===== config.mk =====
export PLATFORM = sky130hd
export DESIGN_NAME = dce_debug_cmd
export DESIGN_NICKNAME = d
export VERILOG_FILES = /design/src/rtl/dce_pkg.sv /design/src/rtl/dce_debug_cmd.sv
export SDC_FILE = /design/constraint.sdc
export NUM_CORES = 1
export LEC_CHECK = 0
export BUFFER_PORTS_ARGS = -buffer_cell sky130_fd_sc_hd__buf_2
export CAP_MARGIN = 10
export CORE_MARGIN = 2
export CORE_UTILIZATION = 35
export CTS_CLUSTER_SIZE = 25
export DETAILED_ROUTE_END_ITERATION = 7
export PLACE_DENSITY_LB_ADDON = 0.15
export SKIP_LAST_GASP = 1
export SLEW_MARGIN = 10
export SYNTH_ARGS = -nofsm -noshare
export SYNTH_HDL_FRONTEND = slang
export SYNTH_SLANG_ARGS = --single-unit

===== constraint.sdc =====
create_clock -name i_clk -period 5.7 [get_ports i_clk]
set_input_delay 0 -clock i_clk [delete_from_list [all_inputs] [get_ports i_clk]]
set_output_delay 0 -clock i_clk [all_outputs]
set_load 0.01 [all_outputs]

===== src/rtl/dce_pkg.sv =====
// Constants and types shared by the debug command execution block.
package dce_pkg;
  // Command codes received from the debug host.
  localparam logic [7:0]  CMD_CRC   = 8'h0E;
  localparam logic [7:0]  CMD_STEP  = 8'h10;
  localparam logic [7:0]  CMD_STUFF = 8'h11;
  localparam logic [7:0]  CMD_EXEC  = 8'h12;
  // CRC-CCITT polynomial, start value and the value sent when not halted.
  localparam logic [15:0] CRC_POLY  = 16'h1021;
  localparam logic [15:0] CRC_INIT  = 16'hFFFF;
  localparam logic [15:0] CRC_NODBG = 16'hFFFF;
  // Program memory geometry and option byte location.
  localparam int          PM_AW     = 13;
  localparam int          PM_BYTES  = 8192;
  localparam logic [12:0] OPT_ADDR  = 13'h0000;
  localparam int          OPT_FRP   = 2;
  // Register byte offsets on the bus.
  localparam logic [3:0]  REG_OPT   = 4'h0;
  localparam logic [3:0]  REG_CTRL  = 4'h4;
  localparam logic [3:0]  REG_STAT  = 4'h8;
  // Control register bit positions and value after reset.
  localparam int          CTRL_DBG  = 0;
  localparam int          CTRL_BRK  = 1;
  localparam int          CTRL_RST  = 2;
  localparam logic [1:0]  CTRL_RSTV = 2'h0;
  // Command sequencer states, one-hot.
  typedef enum logic [8:0] {
    ST_LOAD  = 9'h001,
    ST_LWAIT = 9'h002,
    ST_IDLE  = 9'h004,
    ST_CRC   = 9'h008,
    ST_TXHI  = 9'h010,
    ST_TXLO  = 9'h020,
    ST_STUFF = 9'h040,
    ST_EXEC  = 9'h080,
    ST_DISC  = 9'h100
  } dce_state_t;
endpackage


===== src/rtl/dce_debug_cmd.sv =====
// Debug command executor with option byte and control register.
//
// Overview of operation
// RULE_01 - Command 0EH returns the CRC-CCITT of all program memory, high byte first.
// RULE_02 - Outside the halted debug state the CRC command returns FFFFH.
// RULE_03 - The CRC reply comes about one clock per memory byte after the command.
// RULE_04 - Command 10H executes one instruction at the program counter.
// RULE_05 - Step and stuff commands are ignored when not halted or read-protected.
// RULE_06 - Command 11H takes one opcode byte; the rest comes from program memory.
// RULE_07 - Command 12H forwards a whole 1-5 byte instruction to the core.
// RULE_08 - Command 12H when not allowed swallows exactly one byte and does nothing.
// RULE_09 - A control register enters/leaves debug, enables breakpoint, resets.
// RULE_10 - Bytes 0000H/0001H are option bits; read protect is bit 2 of 0000H.
// RULE_11 - The first option byte survives every reset and stays read/write.
// RULE_12 - Bytes go one at a time: command, then operands, then results.
//
// Local design decision: the Wishbone interface to the registers.
module dce_debug_cmd #(
  parameter int PM_SIZE = dce_pkg::PM_BYTES
) (
  // Clock and reset.
  input  wire logic        i_clk,
  input  wire logic        i_rst_n,
  // Byte link from and to the debug host.
  input  wire logic        i_rx_valid,
  input  wire logic [7:0]  i_rx_byte,
  input  wire logic        i_tx_ready,
  output logic             o_tx_valid,
  output logic [7:0]       o_tx_byte,
  // Program memory read and option write port.
  output logic             o_pm_rd,
  output logic [12:0]      o_pm_addr,
  input  wire logic [7:0]  i_pm_data,
  output logic             o_opt_wr,
  output logic [7:0]       o_opt_wdata,
  // Core execution control.
  output logic             o_step,
  output logic             o_stuff,
  output logic [7:0]       o_opcode,
  output logic             o_exec_valid,
  output logic [7:0]       o_exec_byte,
  input  wire logic        i_exec_done,
  output logic             o_debug_mode,
  output logic             o_brk_en,
  output logic             o_dev_reset,
  output logic             o_read_protect,
  // Classic Wishbone slave.
  input  wire logic        i_wb_cyc,
  input  wire logic        i_wb_stb,
  input  wire logic        i_wb_we,
  input  wire logic [3:0]  i_wb_adr,
  input  wire logic [3:0]  i_wb_sel,
  input  wire logic [31:0] i_wb_dat,
  output logic             o_wb_ack,
  output logic [31:0]      o_wb_dat
);

  // One CRC-CCITT step over a full byte, most significant bit first.
  function automatic logic [15:0] crc_byte(input logic [15:0] c,
                                           input logic [7:0]  b);
    logic [15:0] r;
    r = c ^ {b, 8'h00};
    for (int i = 0; i < 8; i++) begin
      r = r[15] ? ((r << 1) ^ dce_pkg::CRC_POLY) : (r << 1);
    end
    return r;
  endfunction

  localparam logic [13:0] PM_END = 14'(PM_SIZE);

  dce_pkg::dce_state_t st_q, st_d;
  logic [13:0] addr_q, addr_d;
  logic        pend_q, pend_d, fold_q, fold_d;
  logic [15:0] crc_q, crc_d;
  logic [7:0]  opt_q, opt_d;
  logic [1:0]  ctrl_q, ctrl_d;
  logic        rst_req;
  logic        opt_we;
  logic [7:0]  opt_wv;
  logic        allowed;
  logic        txv_d, pmrd_d, step_d, stuff_d, exv_d, optwr_d;
  logic [7:0]  txb_d, opc_d, exb_d, optwd_d;

  assign allowed = ctrl_q[dce_pkg::CTRL_DBG] & ~opt_q[dce_pkg::OPT_FRP];

  // Command sequencer and CRC engine next-state logic.
  always_comb begin
    st_d    = st_q;
    addr_d  = addr_q;
    pend_d  = 1'b0;
    fold_d  = 1'b0;
    crc_d   = crc_q;
    opt_d   = opt_q;
    txv_d   = o_tx_valid & ~i_tx_ready;
    txb_d   = o_tx_byte;
    pmrd_d  = 1'b0;
    step_d  = 1'b0;
    stuff_d = 1'b0;
    exv_d   = 1'b0;
    exb_d   = o_exec_byte;
    opc_d   = o_opcode;
    if (opt_we) begin
      opt_d = opt_wv; // RULE_11
    end
    case (st_q)
      dce_pkg::ST_LOAD: begin
        // Option byte reloads from flash after every reset.
        pmrd_d = 1'b1; // RULE_11
        st_d   = dce_pkg::ST_LWAIT;
      end
      dce_pkg::ST_LWAIT: begin
        if (pend_q) begin
          opt_d = i_pm_data; // RULE_10
          st_d  = dce_pkg::ST_IDLE;
        end else begin
          pend_d = 1'b1;
        end
      end
      dce_pkg::ST_IDLE: begin
        if (i_rx_valid) begin
          case (i_rx_byte) // RULE_12
            dce_pkg::CMD_CRC: begin
              addr_d = '0;
              if (ctrl_q[dce_pkg::CTRL_DBG]) begin
                crc_d = dce_pkg::CRC_INIT;
                st_d  = dce_pkg::ST_CRC;
              end else begin
                crc_d = dce_pkg::CRC_NODBG; // RULE_02
                st_d  = dce_pkg::ST_TXHI;
              end
            end
            dce_pkg::CMD_STEP: begin
              step_d = allowed; // RULE_04 RULE_05
            end
            dce_pkg::CMD_STUFF: begin
              if (allowed) begin // RULE_05
                st_d = dce_pkg::ST_STUFF;
              end
            end
            dce_pkg::CMD_EXEC: begin
              st_d = allowed ? dce_pkg::ST_EXEC
                             : dce_pkg::ST_DISC; // RULE_08
            end
            default: begin
              st_d = dce_pkg::ST_IDLE;
            end
          endcase
        end
      end
      dce_pkg::ST_CRC: begin
        // Data lands a cycle after the read pulse, so each fold lags by two.
        if (addr_q < PM_END) begin
          pmrd_d = 1'b1; // RULE_03
          pend_d = 1'b1;
          addr_d = addr_q + 14'h0001;
        end
        fold_d = pend_q;
        if (fold_q) begin
          crc_d = crc_byte(crc_q, i_pm_data); // RULE_01
        end
        if (addr_q == PM_END && !pend_q && !fold_q) begin
          st_d = dce_pkg::ST_TXHI;
        end
      end
      dce_pkg::ST_TXHI: begin
        if (!o_tx_valid || i_tx_ready) begin
          txv_d = 1'b1;
          txb_d = crc_q[15:8]; // RULE_01
          st_d  = dce_pkg::ST_TXLO;
        end
      end
      dce_pkg::ST_TXLO: begin
        if (i_tx_ready) begin
          txv_d = 1'b1;
          txb_d = crc_q[7:0]; // RULE_01
          st_d  = dce_pkg::ST_IDLE;
        end
      end
      dce_pkg::ST_STUFF: begin
        if (i_rx_valid) begin
          stuff_d = 1'b1; // RULE_06
          opc_d   = i_rx_byte;
          st_d    = dce_pkg::ST_IDLE;
        end
      end
      dce_pkg::ST_EXEC: begin
        // Bytes pass to the core until it reports the instruction done.
        if (i_exec_done) begin
          st_d = dce_pkg::ST_IDLE;
        end else if (i_rx_valid) begin
          exv_d = 1'b1; // RULE_07
          exb_d = i_rx_byte;
        end
      end
      dce_pkg::ST_DISC: begin
        if (i_rx_valid) begin
          st_d = dce_pkg::ST_IDLE; // RULE_08
        end
      end
      default: begin
        st_d = dce_pkg::ST_IDLE;
      end
    endcase
  end

  // Sequencer registers and flopped outputs.
  always_ff @(posedge i_clk or negedge i_rst_n) begin
    if (!i_rst_n) begin
      st_q         <= dce_pkg::ST_LOAD;
      addr_q       <= '0;
      pend_q       <= 1'b0;
      fold_q       <= 1'b0;
      crc_q        <= dce_pkg::CRC_INIT;
      opt_q        <= 8'hFF;
      o_tx_valid   <= 1'b0;
      o_tx_byte    <= 8'h00;
      o_pm_rd      <= 1'b0;
      o_pm_addr    <= dce_pkg::OPT_ADDR;
      o_step       <= 1'b0;
      o_stuff      <= 1'b0;
      o_opcode     <= 8'h00;
      o_exec_valid <= 1'b0;
      o_exec_byte  <= 8'h00;
    end else begin
      st_q         <= st_d;
      addr_q       <= addr_d;
      pend_q       <= pend_d;
      fold_q       <= fold_d;
      crc_q        <= crc_d;
      opt_q        <= opt_d;
      o_tx_valid   <= txv_d;
      o_tx_byte    <= txb_d;
      o_pm_rd      <= pmrd_d;
      o_pm_addr    <= (st_q == dce_pkg::ST_CRC) ? addr_q[12:0]
                                                : dce_pkg::OPT_ADDR;
      o_step       <= step_d;
      o_stuff      <= stuff_d;
      o_opcode     <= opc_d;
      o_exec_valid <= exv_d;
      o_exec_byte  <= exb_d;
    end
  end

  // Bus decode: ack one cycle after a request, dropped the next cycle.
  logic        req;
  logic        ack_d, optwr_dd, dev_rst_d;
  logic [31:0] rdat_d;
  assign req    = i_wb_cyc & i_wb_stb & ~o_wb_ack;
  assign opt_we = req & i_wb_we & i_wb_sel[0] & (i_wb_adr == dce_pkg::REG_OPT);
  assign opt_wv = i_wb_dat[7:0];
  assign rst_req = req & i_wb_we & i_wb_sel[0]
                 & (i_wb_adr == dce_pkg::REG_CTRL)
                 & i_wb_dat[dce_pkg::CTRL_RST];

  always_comb begin
    ack_d     = req;
    ctrl_d    = ctrl_q;
    rdat_d    = 32'h0000_0000;
    optwr_dd  = opt_we;
    optwd_d   = opt_we ? opt_wv : o_opt_wdata;
    dev_rst_d = rst_req; // RULE_09
    if (req && i_wb_we && i_wb_sel[0] && i_wb_adr == dce_pkg::REG_CTRL) begin
      ctrl_d = i_wb_dat[1:0]; // RULE_09
    end
    if (req && !i_wb_we) begin
      case (i_wb_adr)
        dce_pkg::REG_OPT:  rdat_d = {24'h000000, opt_q};
        dce_pkg::REG_CTRL: rdat_d = {30'h0, ctrl_q};
        dce_pkg::REG_STAT: rdat_d = {23'h0, st_q};
        default:           rdat_d = 32'h0000_0000;
      endcase
    end
  end

  // Bus registers; the control bits clear on reset, the option byte reloads.
  always_ff @(posedge i_clk or negedge i_rst_n) begin
    if (!i_rst_n) begin
      o_wb_ack    <= 1'b0;
      o_wb_dat    <= 32'h0000_0000;
      ctrl_q      <= dce_pkg::CTRL_RSTV;
      o_opt_wr    <= 1'b0;
      o_opt_wdata <= 8'h00;
      o_dev_reset <= 1'b0;
    end else begin
      o_wb_ack    <= ack_d;
      o_wb_dat    <= rdat_d;
      ctrl_q      <= ctrl_d;
      o_opt_wr    <= optwr_dd;
      o_opt_wdata <= optwd_d;
      o_dev_reset <= dev_rst_d;
    end
  end

  // Mode outputs mirror their registers.
  always_ff @(posedge i_clk or negedge i_rst_n) begin
    if (!i_rst_n) begin
      o_debug_mode   <= 1'b0;
      o_brk_en       <= 1'b0;
      o_read_protect <= 1'b1;
    end else begin
      o_debug_mode   <= ctrl_q[dce_pkg::CTRL_DBG];
      o_brk_en       <= ctrl_q[dce_pkg::CTRL_BRK];
      o_read_protect <= opt_q[dce_pkg::OPT_FRP]; // RULE_10
    end
  end
endmodule


==> flow_metrics.env <==
export IMPL_fmax_mhz=331
export IMPL_final_cells=822
export IMPL_end_kind="flop"
export IMPL_switchingPower_uw=485
export IMPL_worst_slew_pin_slew_ps=1130
export IMPL_h_tree_depth=4
export IMPL_ios=152
export IMPL_core_area_um2=15100
export IMPL_async_flop_share_pct=100
export IMPL_hold_viol_final=0
export IMPL_area_delta_synth_final_pct=29.8
export IMPL_required_ps=5970
export IMPL_chipHeight_um=128
export IMPL_cts_path_max_buffers=2
export IMPL_ys_flop_type="dfrtp_1"
export IMPL_internal_power_uw=1800
export IMPL_synth_top_cell_area_share_pct=41.5
export IMPL_ys_ff_latch=116
export IMPL_max_slew_margin_pct=23.4
export IMPL_postRouteAntennaNets=0
export IMPL_post_cts_resized=0
export IMPL_clock_sinks=116
export IMPL_clkPwrFrac_pct=53.4
export IMPL_antenna_found_initial=0
export IMPL_syn_cell_area_um2=5420
export IMPL_nFillCells=1404
export IMPL_setup_tns_ps=0
export IMPL_netlist_top_cells_count="dfrtp_1 (90), nor2_1 (46), dfstp_2 (26), mux2_2 (26), nand2_1 (25)"
export IMPL_io_buffers=101
export IMPL_maxCapViolCount=0
export IMPL_min_period_ps=3030
export IMPL_clk_latency_ps=420
export IMPL_layout_nets=687
export IMPL_skew_ps=8.71
export IMPL_power_uw=2280
export IMPL_static_leakage_power_uw=0.00326
export IMPL_synthTopCellsByArea="dfrtp_1 (42%), dfstp_2 (13%), mux2_2 (5.4%)"
export IMPL_min_path_type="primary input to flop"
export IMPL_yosysUniqueCellTypes=59
export IMPL_fin_area_um2=7040
export IMPL_diodes=0
export IMPL_root_buffer="clkbuf_16"
export IMPL_swShare_pct=21.3
export IMPL_synth_enable_flop_cells=0
export IMPL_post_place_cells=756
export IMPL_period_share_pct=53.1
export IMPL_critPathLaunch="st_q[4]"
export IMPL_die_area_um2=16500
export IMPL_place_hpwl_um=8740
export IMPL_first_global_vias=3989
export IMPL_yosysWarnings=0
export IMPL_postRouteWirelength_um=12800
export IMPL_drc=0
export IMPL_grt_overflow_total=0
export IMPL_cts_made_buffers=17
export IMPL_ir_drop_mv=0.215
export IMPL_yosysTopAreaCell="dfrtp_1"
export IMPL_r2r_start="st_q[4]"
export IMPL_rows=45
export IMPL_drt_wirelength_per_cell_um=15.6
export IMPL_via_per_inst=4.93
export IMPL_pwr_share_comb_pct=7.5
export IMPL_status="finished clean"
export IMPL_first_iter_violations=210
export IMPL_post_place_ws_ps=2660
export IMPL_start_util_pct=35.8
export IMPL_synth_cells=482
export IMPL_grt_max_degree=81
export IMPL_final_layout_size_suffix_gt1_share_pct=31.2
export IMPL_cts_tree="done"
export IMPL_grt_pass1_wl_um=20400
export IMPL_cp_arrival_ps=3300
export IMPL_place_gp_congestion=0.808
export IMPL_drtPass1Iterations=5
export IMPL_critPathKind="flop to flop"
export IMPL_critPathMaxFanout=19
export IMPL_finalSetupViolCount=0
export IMPL_rsz0062_at_grt="no"
export IMPL_die_x_um=128
export IMPL_clk_pin_slew_worst_paths_ps=50
export IMPL_power_density_nw_per_um2=324
export IMPL_synth_area_per_cell_um2=11.3
export IMPL_ys_seq_area_share_pct=54.1
export IMPL_slew_violations=0
export IMPL_gr_usage_all_layers_pct=16.1
export IMPL_fin_ws_ps=2670
export IMPL_hold_start="i_wb_adr[1]"
export IMPL_power_frac_seq_pct=39.0
export IMPL_placed_area_um2=6020
export IMPL_yosysMostFrequentCell="dfrtp_1"
export IMPL_vias=4055
export IMPL_crit_path_start_kind="flop"
-- kinds of logic (layout without fill, tap and decap cells) --
logic type	count (synthesis)	after routing	share of synthesized area (%)
and+or+nand+nor	164	164	16.9
DFF	116	116	54.1
AOI/OAI and AO/OA	63	63	7.80
buffers and inverters	55	184	5.86
muxes	46	46	9.11
xor gates and xnor gates	35	35	5.65
adders and majority gates	2	2	0.461
other	1	24	0.0692
-- cell usage in the layout, fill, tap and decap left out, types with 18 or more instances in the layout --
| master | n |
|---|---|
| xnor2_1 | 18 |
| mux2_2 | 26 |
| buf_2 | 100 |
| nand2_1 | 25 |
| dlygate4sd3_1 | 34 |
| dfstp_2 | 26 |
| mux2i_1 | 19 |
| dfrtp_1 | 90 |
| nor2_1 | 46 |
| conb_1 | 24 |
-- per-layer routing --
layer	share of wire [%]	track usage, %	vias to the layer above
met3	3.6	3.95	18
met2	48	25.2	95
li1	-	-	1945
met4	1.7	7.89	0
met1	47	21.0	1997
met5	0	0	-
-- worst paths after layout --
path | end | cells past startpoint | slack (ps)
max | addr_q[5] | 6 | 2670
min | ctrl_q[1] | 3 | 40
max reg2reg | addr_q[5] | 6 | 2670
min reg2reg | o_read_protect | 0 | 400
max in group asynchronous | st_q[2] | 3 | 4250
min in group asynchronous | o_tx_byte[6] | 2 | 80
-- registers in the layout, summed over array words and instances, names as in the netlist, 2 cells and up --
register     flops
addr_q          14
crc_q           16
ctrl_q           2
o_exec_byte      8
o_opcode         8
o_opt_wdata      8
o_pm_addr       13
o_tx_byte        8
o_wb_dat         9
opt_q            8
st_q             9
-- cell type report --
class / instances / area [µm²] / area share [%]
clock buffers: 23 / 478 / 6.79
flip-flops and latches: 116 / 2940 / 41.7
repair buffers: 140 / 886 / 12.6
clock inverters: 9 / 198 / 2.81
inverters: 12 / 45.0 / 0.640
well taps: 188 / 235 / 3.34
multi-input cells: 334 / 2260 / 32.1
-- through the flow --
step | util (%) | hold WS, ps
2_1_floorplan | - | -296
3_3_place_gp | 39.8 | -14.2
3_5_place_dp | 39.8 | -10.3
4_1_cts | 46.5 | 21.7
5_1_grt | 46.5 | 41.4
6_report | 46.5 | 41.6
-- repair_timing --
action | CTS | global route
buffers inserted | 0 | 0
hold buffers | 34 | 0
endpoints found under the setup margin | 0 | 0
hold endpoints to repair | 81 | 0
-- power by group through the flow --
| stage | registers, µW | clock network, µW | logic (µW) |
|---|---|---|---|
| finish | 891 | 1220 | 171 |
| global route | 895 | 1300 | 190 |
| CTS | 891 | 1250 | 174 |
| detailed placement | 904 | 0 | 154 |
| global placement | 902 | 0 | 152 |
| floorplan | 901 | 0 | 99.1 |
-- worst max-delay path: stages (launching register included) --
cell,delay [ps]
dfrtp_1,540
or4b_1,780
nor3_4,640
nand2b_2,170
or4_1,510
xor2_1,180
nor2_2,40
Power figures use the tool's default switching activity.
